<file path="config.mk">
export PLATFORM = sky130hd
export DESIGN_NAME = rtcc_core
export DESIGN_NICKNAME = d
export VERILOG_FILES = /design/src/design/rtcc_core.v
export VERILOG_INCLUDE_DIRS = /design/src /design/src/design
export SDC_FILE = /design/constraint.sdc
export NUM_CORES = 2
export LEC_CHECK = 0
export ABC_CLOCK_PERIOD_IN_PS = 34800
export BUFFER_PORTS_ARGS = -buffer_cell sky130_fd_sc_hd__clkbuf_2
export CORE_MARGIN = 4
export CORE_UTILIZATION = 55
export CTS_BUF_LIST = sky130_fd_sc_hd__clkbuf_2
export CTS_CLUSTER_DIAMETER = 50
export DETAILED_ROUTE_END_ITERATION = 7
export PLACE_DENSITY = 0.78
export SETUP_SLACK_MARGIN = 0.1
export SKIP_CTS_REPAIR_TIMING = 1
export SLEW_MARGIN = 20
export SYNTH_ARGS = -nofsm -noshare
export SYNTH_HDL_FRONTEND = slang
export SYNTH_SLANG_ARGS = --single-unit
</file>
<file path="constraint.sdc">
create_clock -name clock -period 34.8 [get_ports clock]
set_input_delay 10.44 -clock clock [delete_from_list [all_inputs] [get_ports clock]]
set_output_delay 10.44 -clock clock [all_outputs]
set_load 0.01 [all_outputs]
</file>
<file path="src/design/rtcc_defines.vh">
`ifndef RTCC_DEFINES_VH
`define RTCC_DEFINES_VH

// ************************************************************
// register offsets
// ************************************************************
`define RTCC_OFS_SEC        8'h00
`define RTCC_OFS_SEC_ALM    8'h01
`define RTCC_OFS_MIN        8'h02
`define RTCC_OFS_MIN_ALM    8'h03
`define RTCC_OFS_HOUR       8'h04
`define RTCC_OFS_HOUR_ALM   8'h05
`define RTCC_OFS_DOW        8'h06
`define RTCC_OFS_DOM        8'h07
`define RTCC_OFS_MON        8'h08
`define RTCC_OFS_YEAR       8'h09
`define RTCC_OFS_CTRL_A     8'h0a
`define RTCC_OFS_CTRL_B     8'h0b
`define RTCC_OFS_CTRL_C     8'h0c
`define RTCC_OFS_CTRL_D     8'h0d
`define RTCC_OFS_RAM_TOP    8'h7f
`define RTCC_OFS_LOCK       8'h80
`define RTCC_OFS_WELL_CFG   8'h81
`define RTCC_OFS_PWR_STS    8'h82

// ************************************************************
// locked ranges, eight bytes each
// ************************************************************
`define RTCC_LOWER_RANGE_HI 5'h07
`define RTCC_UPPER_RANGE_HI 5'h0f

// ************************************************************
// field positions
// ************************************************************
`define RTCC_A_BUSY         7
`define RTCC_A_DIV_HI       6
`define RTCC_A_DIV_LO       4
`define RTCC_A_RATE_HI      3
`define RTCC_A_RATE_LO      0
`define RTCC_B_SET          7
`define RTCC_B_PIE          6
`define RTCC_B_AIE          5
`define RTCC_B_UIE          4
`define RTCC_B_BINARY       2
`define RTCC_B_H24          1
`define RTCC_C_IRQF         7
`define RTCC_C_PF           6
`define RTCC_C_AF           5
`define RTCC_C_UF           4
`define RTCC_LOCK_LOWER     0
`define RTCC_LOCK_UPPER     1
`define RTCC_WCFG_WAKE      3
`define RTCC_PWR_BATT       0

// ************************************************************
// reset values and codes
// ************************************************************
`define RTCC_A_RESET        8'h26
`define RTCC_B_RESET        8'h02
`define RTCC_D_VALUE        8'h80
`define RTCC_WCFG_RESET     8'h00
`define RTCC_DIV_VALID      3'h2
`define RTCC_LOCKED_READ    8'hff
`define RTCC_ALM_DONT_CARE  2'h3

// ************************************************************
// timing
// ************************************************************
`define RTCC_XTAL_HZ        32768
`define RTCC_BUSY_LEAD_MS   488
`define RTCC_UPDATE_MAX_MS  1984
`define RTCC_PERIODIC_MIN_MS 122
`define RTCC_PERIODIC_MAX_MS 500

`endif

</file>
<file path="src/design/rtcc_core.v">
// Decided for this implementation: the strobed register port and the address map.
`timescale 1ns/100ps
`include "rtcc_defines.vh"

module rtcc_core #(
  parameter DIV_TOP = `RTCC_XTAL_HZ
) (
  input  wire       clock,
  input  wire       reset,
  input  wire [7:0] reg_addr,
  input  wire [7:0] reg_wdata,
  input  wire       reg_write,
  input  wire       reg_read,
  output reg  [7:0] reg_rdata,
  input  wire       xtal_clock_in,
  input  wire       battery_test_input_n,
  input  wire       well_reset_input_n,
  input  wire       event_timer_on_line8,
  output reg        irq_to_apic,
  output reg        irq_to_legacy,
  output reg        update_in_progress_flag,
  output reg        battery_power_status_flag,
  output reg        upper_range_lock,
  output reg        lower_range_lock,
  output reg  [2:0] sleep_type_field,
  output reg        wake_enable
);

  // ************************************************************
  // timing
  // ************************************************************
  localparam integer BUSY_LEAD  = (`RTCC_BUSY_LEAD_MS * DIV_TOP + 999) / 1000;
  localparam [31:0]  DIV_LAST_W = DIV_TOP - 1;
  localparam [31:0]  BUSY_W     = DIV_TOP - BUSY_LEAD;
  localparam [14:0]  DIV_LAST   = DIV_LAST_W[14:0];
  localparam [14:0]  BUSY_START = BUSY_W[14:0];
  localparam         ST_IDLE   = 1'b0;
  localparam         ST_UPDATE = 1'b1;

  // ************************************************************
  // storage
  // ************************************************************
  reg  [7:0]  ram [0:127];
  reg  [7:0]  ctrl_a;
  reg  [7:0]  ctrl_b;
  reg  [2:0]  flags;
  reg  [7:0]  well_cfg;
  reg  [14:0] div_count;
  reg         state;
  reg  [2:0]  xtal_sync;
  reg         xtal_level;
  reg  [2:0]  batt_sync;
  reg  [2:0]  wrst_sync;
  reg         wrst_active;
  integer     k;

  wire       div_valid   = (ctrl_a[`RTCC_A_DIV_HI:`RTCC_A_DIV_LO] == `RTCC_DIV_VALID);
  wire       set_inhibit = ctrl_b[`RTCC_B_SET];
  wire       bin_mode    = ctrl_b[`RTCC_B_BINARY];
  wire       h24_mode    = ctrl_b[`RTCC_B_H24];
  wire [3:0] rate_sel    = ctrl_a[`RTCC_A_RATE_HI:`RTCC_A_RATE_LO];
  wire       xtal_tick   = (xtal_sync[2] == xtal_sync[1]) && xtal_sync[2] && !xtal_level;
  wire       sec_wrap    = xtal_tick && div_valid && (div_count == DIV_LAST);
  wire       in_ram      = !reg_addr[7];
  wire       time_byte   = (reg_addr < `RTCC_OFS_CTRL_A);
  wire       ctrl_byte   = time_byte || (reg_addr <= `RTCC_OFS_CTRL_D);
  wire [14:0] rate_mask  = (15'h0001 << (rate_sel - 4'h1)) - 15'h0001;
  wire       periodic_ev = xtal_tick && div_valid && (rate_sel != 4'h0) &&
                           ((div_count & rate_mask) == rate_mask);
  wire       irqf        = (flags[2] & ctrl_b[`RTCC_B_PIE]) |
                           (flags[1] & ctrl_b[`RTCC_B_AIE]) |
                           (flags[0] & ctrl_b[`RTCC_B_UIE]);
  wire       range_hit_lo = in_ram && !reg_addr[6] && (reg_addr[5:3] == 3'h7);
  wire       range_hit_up = in_ram && reg_addr[6] && (reg_addr[5:3] == 3'h7);
  wire       locked_hit  = (range_hit_lo && lower_range_lock) ||
                           (range_hit_up && upper_range_lock);

  // ************************************************************
  // encoding helpers
  // ************************************************************
  function [7:0] to_bin;
    input [7:0] v;
    input       bin;
    begin
      to_bin = bin ? v : ({4'h0, v[7:4]} * 8'h0a + {4'h0, v[3:0]});
    end
  endfunction

  function [7:0] from_bin;
    input [7:0] v;
    input       bin;
    reg   [7:0] tens;
    begin
      tens = v / 8'h0a;
      from_bin = bin ? v : {tens[3:0], 4'h0} | (v - tens * 8'h0a);
    end
  endfunction

  function [7:0] month_days;
    input [7:0] mon;
    input [7:0] yr;
    begin
      case (mon)
        8'h02: month_days = (yr[1:0] == 2'h0) ? 8'h1d : 8'h1c;
        8'h04, 8'h06, 8'h09, 8'h0b: month_days = 8'h1e;
        default: month_days = 8'h1f;
      endcase
    end
  endfunction

  function alarm_match;
    input [7:0] alm;
    input [7:0] now;
    begin
      alarm_match = (alm[7:6] == `RTCC_ALM_DONT_CARE) || (alm == now);
    end
  endfunction

  // ************************************************************
  // next time and date, one combinational pass
  // ************************************************************
  reg [7:0] b_sec, b_min, b_hr, b_dow, b_dom, b_mon, b_yr;
  reg [7:0] hr12;
  reg [7:0] next_sec, next_min, next_hour, next_dow, next_dom, next_mon, next_year;
  reg       alarm_hit;
  reg [7:0] hr_code;

  always @* begin
    hr_code = 8'h00;
    b_sec = to_bin(ram[0], bin_mode);
    b_min = to_bin(ram[2], bin_mode);
    b_dow = to_bin(ram[6], bin_mode);
    b_dom = to_bin(ram[7], bin_mode);
    b_mon = to_bin(ram[8], bin_mode);
    b_yr  = to_bin(ram[9], bin_mode);
    hr12  = to_bin({1'b0, ram[4][6:0]}, bin_mode);
    if (h24_mode) begin
      b_hr = to_bin(ram[4], bin_mode);
    end else begin
      b_hr = ((hr12 == 8'h0c) ? 8'h00 : hr12) + (ram[4][7] ? 8'h0c : 8'h00);
    end
    if (b_sec >= 8'h3b) begin
      b_sec = 8'h00;
      if (b_min >= 8'h3b) begin
        b_min = 8'h00;
        if (b_hr >= 8'h17) begin
          b_hr  = 8'h00;
          b_dow = (b_dow >= 8'h07) ? 8'h01 : b_dow + 8'h01;
          if (b_dom >= month_days(b_mon, b_yr)) begin
            b_dom = 8'h01;
            if (b_mon >= 8'h0c) begin
              b_mon = 8'h01;
              b_yr  = (b_yr >= 8'h63) ? 8'h00 : b_yr + 8'h01;
            end else begin
              b_mon = b_mon + 8'h01;
            end
          end else begin
            b_dom = b_dom + 8'h01;
          end
        end else begin
          b_hr = b_hr + 8'h01;
        end
      end else begin
        b_min = b_min + 8'h01;
      end
    end else begin
      b_sec = b_sec + 8'h01;
    end
    next_sec  = from_bin(b_sec, bin_mode);
    next_min  = from_bin(b_min, bin_mode);
    next_dow  = from_bin(b_dow, bin_mode);
    next_dom  = from_bin(b_dom, bin_mode);
    next_mon  = from_bin(b_mon, bin_mode);
    next_year = from_bin(b_yr, bin_mode);
    if (h24_mode) begin
      next_hour = from_bin(b_hr, bin_mode);
    end else begin
      hr12 = (b_hr >= 8'h0c) ? b_hr - 8'h0c : b_hr;
      hr12 = (hr12 == 8'h00) ? 8'h0c : hr12;
      hr_code   = from_bin(hr12, bin_mode);
      next_hour = {(b_hr >= 8'h0c), hr_code[6:0]};
    end
    alarm_hit = alarm_match(ram[1], next_sec) && alarm_match(ram[3], next_min) &&
                alarm_match(ram[5], next_hour);
  end

  // ************************************************************
  // pin synchronisers
  // ************************************************************
  always @(posedge clock) begin
    if (reset) begin
      xtal_sync   <= 3'h0;
      xtal_level  <= 1'b0;
      batt_sync   <= 3'h7;
      wrst_sync   <= 3'h7;
      wrst_active <= 1'b0;
    end else begin
      xtal_sync <= {xtal_sync[1:0], xtal_clock_in};
      batt_sync <= {batt_sync[1:0], battery_test_input_n};
      wrst_sync <= {wrst_sync[1:0], well_reset_input_n};
      if (xtal_sync[2] == xtal_sync[1]) begin
        xtal_level <= xtal_sync[2];
      end
      if (wrst_sync[2] == wrst_sync[1]) begin
        wrst_active <= !wrst_sync[2];
      end
    end
  end

  // ************************************************************
  // divider chain and update sequencer
  // ************************************************************
  always @(posedge clock) begin
    if (reset || wrst_active) begin
      div_count               <= 15'h0000;
      state                   <= ST_IDLE;
      update_in_progress_flag <= 1'b0;
    end else begin
      if (!div_valid) begin
        div_count <= 15'h0000;
      end else if (xtal_tick) begin
        div_count <= (div_count == DIV_LAST) ? 15'h0000 : div_count + 15'h0001;
      end
      case (state)
        ST_IDLE: begin
          if (sec_wrap && !set_inhibit) begin
            state <= ST_UPDATE;
          end
          // raised BUSY_LEAD crystal ticks before the rollover
          update_in_progress_flag <= div_valid && !set_inhibit &&
                                     (div_count >= BUSY_START);
        end
        ST_UPDATE: begin
          // one clock of writeback, far inside the update time limit
          state                   <= ST_IDLE;
          update_in_progress_flag <= 1'b0;
        end
        default: begin
          state <= ST_IDLE;
        end
      endcase
    end
  end

  // ************************************************************
  // CMOS RAM and time bytes
  // ************************************************************
  always @(posedge clock) begin
    if (reset) begin
      for (k = 0; k < 128; k = k + 1) begin
        ram[k] <= 8'h00;
      end
    end else begin
      if (state == ST_UPDATE) begin
        ram[0] <= next_sec;
        ram[2] <= next_min;
        ram[4] <= next_hour;
        ram[6] <= next_dow;
        ram[7] <= next_dom;
        ram[8] <= next_mon;
        ram[9] <= next_year;
      end
      // later assignment: a colliding host write replaces the update value
      if (reg_write && in_ram && !locked_hit && (!ctrl_byte || time_byte)) begin
        ram[reg_addr[6:0]] <= reg_wdata;
      end
    end
  end

  // ************************************************************
  // control, status, locks and well bits
  // ************************************************************
  always @(posedge clock) begin
    if (reset || wrst_active) begin
      ctrl_a   <= `RTCC_A_RESET;
      ctrl_b   <= `RTCC_B_RESET;
      flags    <= 3'h0;
      well_cfg <= `RTCC_WCFG_RESET;
    end else begin
      if (reg_write && reg_addr == `RTCC_OFS_CTRL_A) begin
        ctrl_a <= {1'b0, reg_wdata[6:0]};
      end
      if (reg_write && reg_addr == `RTCC_OFS_CTRL_B) begin
        ctrl_b <= reg_wdata;
      end
      if (reg_write && reg_addr == `RTCC_OFS_WELL_CFG) begin
        well_cfg <= reg_wdata;
      end
      // reading status clears the flags; a new event in that cycle survives
      // bit 2 periodic, bit 1 alarm, bit 0 update ended
      flags <= ((reg_read && reg_addr == `RTCC_OFS_CTRL_C) ? 3'h0 : flags) |
               {periodic_ev, (state == ST_UPDATE) && alarm_hit,
                (state == ST_UPDATE)};
    end
  end

  always @(posedge clock) begin
    if (reset) begin
      lower_range_lock          <= 1'b0;
      upper_range_lock          <= 1'b0;
      battery_power_status_flag <= 1'b0;
    end else begin
      if (reg_write && reg_addr == `RTCC_OFS_LOCK) begin
        lower_range_lock <= lower_range_lock | reg_wdata[`RTCC_LOCK_LOWER];
        upper_range_lock <= upper_range_lock | reg_wdata[`RTCC_LOCK_UPPER];
      end
      // battery test held low sets the flag; writing one clears it, set wins
      if ((batt_sync[2] == batt_sync[1]) && !batt_sync[2]) begin
        battery_power_status_flag <= 1'b1;
      end else if (reg_write && reg_addr == `RTCC_OFS_PWR_STS &&
                   reg_wdata[`RTCC_PWR_BATT]) begin
        battery_power_status_flag <= 1'b0;
      end
    end
  end

  // ************************************************************
  // interrupt line and well outputs
  // ************************************************************
  always @(posedge clock) begin
    if (reset) begin
      irq_to_apic      <= 1'b0;
      irq_to_legacy    <= 1'b0;
      sleep_type_field <= 3'h0;
      wake_enable      <= 1'b0;
    end else begin
      // line 8 from the serial stream has no path in here
      irq_to_apic      <= irqf && !event_timer_on_line8;
      irq_to_legacy    <= irqf && !event_timer_on_line8;
      sleep_type_field <= well_cfg[2:0];
      wake_enable      <= well_cfg[`RTCC_WCFG_WAKE];
    end
  end

  // ************************************************************
  // read port, never gated by idle states
  // ************************************************************
  always @(posedge clock) begin
    if (reset) begin
      reg_rdata <= 8'h00;
    end else if (reg_read) begin
      if (locked_hit) begin
        reg_rdata <= `RTCC_LOCKED_READ;
      end else if (time_byte && state == ST_UPDATE) begin
        reg_rdata <= `RTCC_LOCKED_READ;
      end else if (reg_addr == `RTCC_OFS_CTRL_A) begin
        reg_rdata <= {update_in_progress_flag, ctrl_a[6:0]};
      end else if (reg_addr == `RTCC_OFS_CTRL_B) begin
        reg_rdata <= ctrl_b;
      end else if (reg_addr == `RTCC_OFS_CTRL_C) begin
        reg_rdata <= {irqf, flags[2:0], 4'h0};
      end else if (reg_addr == `RTCC_OFS_CTRL_D) begin
        reg_rdata <= `RTCC_D_VALUE;
      end else if (in_ram) begin
        reg_rdata <= ram[reg_addr[6:0]];
      end else if (reg_addr == `RTCC_OFS_LOCK) begin
        reg_rdata <= {6'h00, upper_range_lock, lower_range_lock};
      end else if (reg_addr == `RTCC_OFS_WELL_CFG) begin
        reg_rdata <= well_cfg;
      end else if (reg_addr == `RTCC_OFS_PWR_STS) begin
        reg_rdata <= {7'h00, battery_power_status_flag};
      end else begin
        reg_rdata <= 8'h00;
      end
    end
  end

endmodule

</file>
; ---- After elaboration in Yosys (flattened, before gate mapping)
; Memory sizes are Yosys's and may differ from the RTL's.
; Cells that the tools add are included.
[word_totals]
ff_bits = 70
ram_bits = 1024
in_bits = 24
output_inout_bits = 18
n_memories = 1
[op_classes]
add_sub_neg = 28
n_mul = 16
n_div = 8
order_cmp = 11
n_eq_ne = 32
n_shift = 1
mux = 87
bitwise = 44
n_reduce_logical = 54
[memory_table]
columns = name, words, width, read_ports, rd_clocked_by_memory_dff, write_ports, line
row1 = ram, 128, 8, 11, 0, 128, rtcc_core.v:43  ; reg [7:0] ram [0:127];
[ops]
columns = cell, count
row1 = $mux W8, 65
row2 = $add A8 B4 Y8, 8
row3 = $div A8 B4 Y8 const B, 8
row4 = $add A8 B1 Y8 const B, 7
row5 = $eq A8 B4 Y1 const B, 7
row6 = $mul A8 B3 Y7 const B, 7
row7 = $or A8 B8 Y8, 7
row8 = $sub A8 B8 Y8, 7
row9 = $mul A4 B3 Y7 const B, 7
row10 = $eq A7 B7 Y1 const A, 6
row11 = $logic_and A1 B1 Y1, 31
row12 = $eq A8 B8 Y1, 3
row13 = $eq A8 B8 Y1 const B, 3
row14 = $eq A8 B3 Y1 const B, 2
row15 = $ge A8 B4 Y1 const B, 2
row16 = $ge A8 B6 Y1 const B, 2
row17 = $add A15 B1 Y15 const B, 1
row18 = $and A1 B1 Y1, 15
row19 = $and A15 B15 Y15, 1
row20 = $eq A15 B15 Y1, 1
row21 = $eq A15 B15 Y1 const B, 1
row22 = $ge A15 B15 Y1 const B, 1
row23 = $mux W15, 1
row24 = $shl A1 B4 Y15 const A, 1
row25 = 37 further kinds, 87

; ---- Longest topological paths before layout
; An unclocked memory read counts as a cell.
[depth]
depth_word = 27
depth_mapped = 67
depth_no_buf = 58

; ---- Worst setup path before layout
; Ideal clock, no wire load.
[synth_timing]
path_type = input to register
start = in reg_addr[0]
end = reg reg_rdata[6]
setup_time_ns = 0.134
arrival_ns = 14.099
required_ns = 34.666
slack_ns = 20.567
cell_stages = 14
n_path_buf = 4
path_cell_list = clkbuf_1 clkbuf_1 buf_1 buf_1 mux4_2 mux4_2 mux4_2 mux2i_1 o21ai_0 a221o_1 o21ai_0 nand2_1 o21ai_0 a211oi_1
[synth_via]
elab_chain_len = 10
word_cells_on_any_way = 18
cone_classes = 1 x order compare / 6 x eq/ne / 9 x mux / 1 x reduce/logical / 1 x memory
[synth_lines]
columns = element, line
row1 = start: declaration, rtcc_core.v:10  ; input wire [7:0] reg_addr,
row2 = "parallel branches: the longest is 8 deep, another holds $mem_v2 Z128 W8", --
row3 = $mux W8 (*), rtcc_core.v:344  ; end else if (time_byte && state == ST_UPDATE) begin
row4 = $mux W8 (*), rtcc_core.v:342  ; if (locked_hit) begin
row5 = end signal: assignment, rtcc_core.v:343  ; reg_rdata <= `RTCC_LOCKED_READ;
row6 = end signal: assignment, rtcc_core.v:345  ; reg_rdata <= `RTCC_LOCKED_READ;
row7 = end signal: assignment, rtcc_core.v:347  ; reg_rdata <= {update_in_progress_flag, ctrl_a[6:0]};
row8 = end: declaration, rtcc_core.v:14  ; output reg [7:0] reg_rdata,
; Every way passes the cells marked *.
; A chain may end at the register's enable or synchronous reset.

; ---- Worst setup path in the final report
[layout_timing]
start = in reg_addr[0]
end = reg reg_rdata[4]
; The elaborated chain is that of the path after synthesis.

==> results.sh <==
export IMPL_outcome="complete, no violations"
export IMPL_ant_nets=0
export IMPL_hold_ws_ps=417.7
export IMPL_grt_pass1_vias=40940
export IMPL_p_leak_nw=24.06
export IMPL_synth_cell_type_count=110
export IMPL_placed_cells=6172
export IMPL_min_period_over_period_pct=40.30
export IMPL_clkTransAtPathRegs_ps=90
export IMPL_synthTopCellsByCount="edfxtp_1 (1024), and2_1 (929), mux4_2 (338)"
export IMPL_skew_ps=161.0
export IMPL_wl_um=158700
export IMPL_slowest_delay_ps=800
export IMPL_gp_congestion=0.9033
export IMPL_instances_no_fill=6646
export IMPL_cts_max_level=5
export IMPL_p_int_w=0.002528
export IMPL_swShare_pct=37.02
export IMPL_yosysMostFrequentCell="edfxtp_1"
export IMPL_setup_worst_path_start_class="primary input"
export IMPL_setup_viol=0
export IMPL_required_ps=36090
export IMPL_path_cells="buf_8, buf_4, buf_4, mux4_2, mux4_2, mux4_2, mux2i_1, o21ai_0, a221o_1, o21ai_0, nand2_1, o21ai_0, a211oi_1"
export IMPL_fin_util_pct=58.92
export IMPL_endpoint_kind="flip-flop"
export IMPL_clkPwrFrac_pct=21.4
export IMPL_seqPwrFrac_pct=38.1
export IMPL_grt_usage_pct=27.03
export IMPL_synth_edf_count=1024
export IMPL_regArea_um2=32150
export IMPL_cap_violations=0
export IMPL_ys_seq_elements=1094
export IMPL_antenna_found_initial=9
export IMPL_ir_drop_uv=64.75
export IMPL_first_iter_violations=5194
export IMPL_rsz0062_at_grt="false"
export IMPL_cts_root_buf="clkbuf_2"
export IMPL_vias=41490
export IMPL_switchingPower_w=0.001486
export IMPL_slew_headroom_pct=16.46
export IMPL_rows=122
export IMPL_cts_sinks=1094
export IMPL_synthArstFlopShare_pct=0
export IMPL_seq_area_frac_synth_pct=52.27
export IMPL_place_port_buffers=41
export IMPL_critPathKind="primary input to flip-flop"
export IMPL_yosys_area_top_type_share_pct=49.99
export IMPL_die_area_um2=117200
export IMPL_areaGrowthSynthToFinish_pct=6.152
export IMPL_fin_crit_ps=14020
export IMPL_ioPinCount=42
export IMPL_max_freq_mhz=71.30
export IMPL_hold_viol_final=0
export IMPL_drt_wirelength_per_cell_um=23.88
export IMPL_cts_buffer_depth=4
export IMPL_syn_inst=4878
export IMPL_worstHoldPathType="flip-flop to flip-flop"
export IMPL_yosys_warnings=0
export IMPL_power_w=0.004014
export IMPL_gr_total_overflow=0
export IMPL_combPwrFrac_pct=40.6
export IMPL_ys_top_cells_by_area="edfxtp_1 (50%), mux4_2 (12%), and2_1 (9.4%)"
export IMPL_crit_slowest_cell="buf_4"
export IMPL_coreArea_um2=110800
export IMPL_syn_cell_area_um2=61510
export IMPL_numCtsBuffers=283
export IMPL_drc=0
export IMPL_die_h_um=342.4
export IMPL_grt_pass1_wl_um=243000
export IMPL_start_util_pct=55.50
export IMPL_die_w_um=342.4
export IMPL_drive_gt1_share_pct=20.24
export IMPL_setup_tns_ps=0
export IMPL_worstMarginPinSlew_ps=1250
export IMPL_drv_slew=0
export IMPL_dr_pass1_iters=6
export IMPL_synth_avg_cell_area_um2=12.61
export IMPL_yosys_area_top_type="edfxtp_1"
export IMPL_power_density_nw_per_um2=61.48
export IMPL_grt_max_degree=116
export IMPL_clock_latency_ps=1550
export IMPL_arrival_ps=15310
export IMPL_ys_flop_type="edfxtp_1"
export IMPL_fillerInstances=8745
export IMPL_crit_fanout=85
export IMPL_nets=5194
export IMPL_multi_input_comb_area_um2=27710
export IMPL_hpwl_um=104900
export IMPL_post_drt_via_cell_ratio=6.243
export IMPL_cts_tree="built"
-- final cells by class --
type                            count  share of cell area, %
Antenna cell                       10                0.03833
Clock buffer                      393                  3.012
Sequential cell                  1094                  49.25
Multi-Input combinational cell   3363                  42.43
Timing Repair Buffer               90                 0.9620
Tap cell                         1488                  2.852
Inverter                          137                 0.7876
Clock inverter                     71                 0.6669
-- cells in the final DEF (no fill, tap or decap), types with 28 or more instances in the layout --
cell type / instances
inv_1: 125
mux2i_1: 34
nand2_1: 251
and3_1: 48
mux4_2: 338
nand3_1: 75
clkbuf_2: 421
a21oi_1: 155
xnor2_1: 83
a21o_1: 57
nor2b_1: 44
o21ai_0: 121
and2_1: 929
o31ai_1: 28
clkinv_1: 58
edfxtp_1: 1024
nor3_1: 50
or2_2: 134
a22o_1: 31
xor2_1: 55
ha_1: 170
buf_4: 58
dfxtp_1: 69
fa_1: 31
conb_1: 36
nor2_1: 271
a211oi_1: 29
-- cell families after synthesis --
kind of cell,after synthesis,synth area share [%]
simple gates,1930,17.43
mux,387,13.21
flops,1094,52.27
xor+xnor,139,2.010
fa+ha+maj,208,4.581
buf+inv,456,2.921
compound gates,663,7.575
other cells,1,0.006097
-- metal layers --
metal,track usage (%),routed length (um),vias to the layer above
met2,43.57,75840,2296
met3,5.783,15530,399
met5,0,34,-
li1,-,-,18340
met1,35.56,59800,20450
met4,12.06,7512,6
-- sequential cells by signal, summed over array words and instances (netlist names) --
register                   flops
xtal_sync                      3
wake_enable                    1
sleep_type_field               3
lower_range_lock               1
ctrl_b                         8
battery_power_status_flag      1
update_in_progress_flag        1
wrst_sync                      3
state                          1
well_cfg                       8
flags                          3
irq_to_legacy                  1
xtal_level                     1
upper_range_lock               1
batt_sync                      3
ram                         1024
div_count                     15
wrst_active                    1
ctrl_a                         7
reg_rdata                      8
-- power by group through the flow --
stage                     sequential [W]  combinational, W  clock, W
final                            0.00153           0.00163  0.000859
after global routing             0.00153           0.00181  0.000943
after CTS                        0.00153           0.00162  0.000869
after detailed placement         0.00156           0.00160         0
after global placement           0.00155           0.00156         0
after floorplan                  0.00154           0.00126         0
-- worst paths after layout --
path	from	to	slack, ps	depth (start not counted)
setup / recovery	reg_addr[0]	reg_rdata[4]$_SDFFE_PP0P_	20780	13
hold / removal	wrst_sync[0]$_SDFF_PP1_	wrst_sync[1]$_SDFF_PP1_	420	1
setup reg to reg	ram[4][4]$_DFFE_PP_	flags[1]$_SDFF_PP0_	21020	55
hold reg to reg	wrst_sync[0]$_SDFF_PP1_	wrst_sync[1]$_SDFF_PP1_	420	1
-- metrics by stage --
step	setup slack (ps)	cell area, um2
after floorplan	20570	61640
after global placement	19240	62860
after detailed placement	19260	62860
after CTS	20820	65260
after global routing	19970	65280
final	20780	65290
-- worst max-delay path: cells and delay by family --
kind	cells	cell delay, ps
buffers and inverters	3	2190
multiplexers	4	1780
AO/OA/AOI/OAI	5	680
AND/OR/NAND/NOR	1	70
Power figures use the tool's default switching activity.
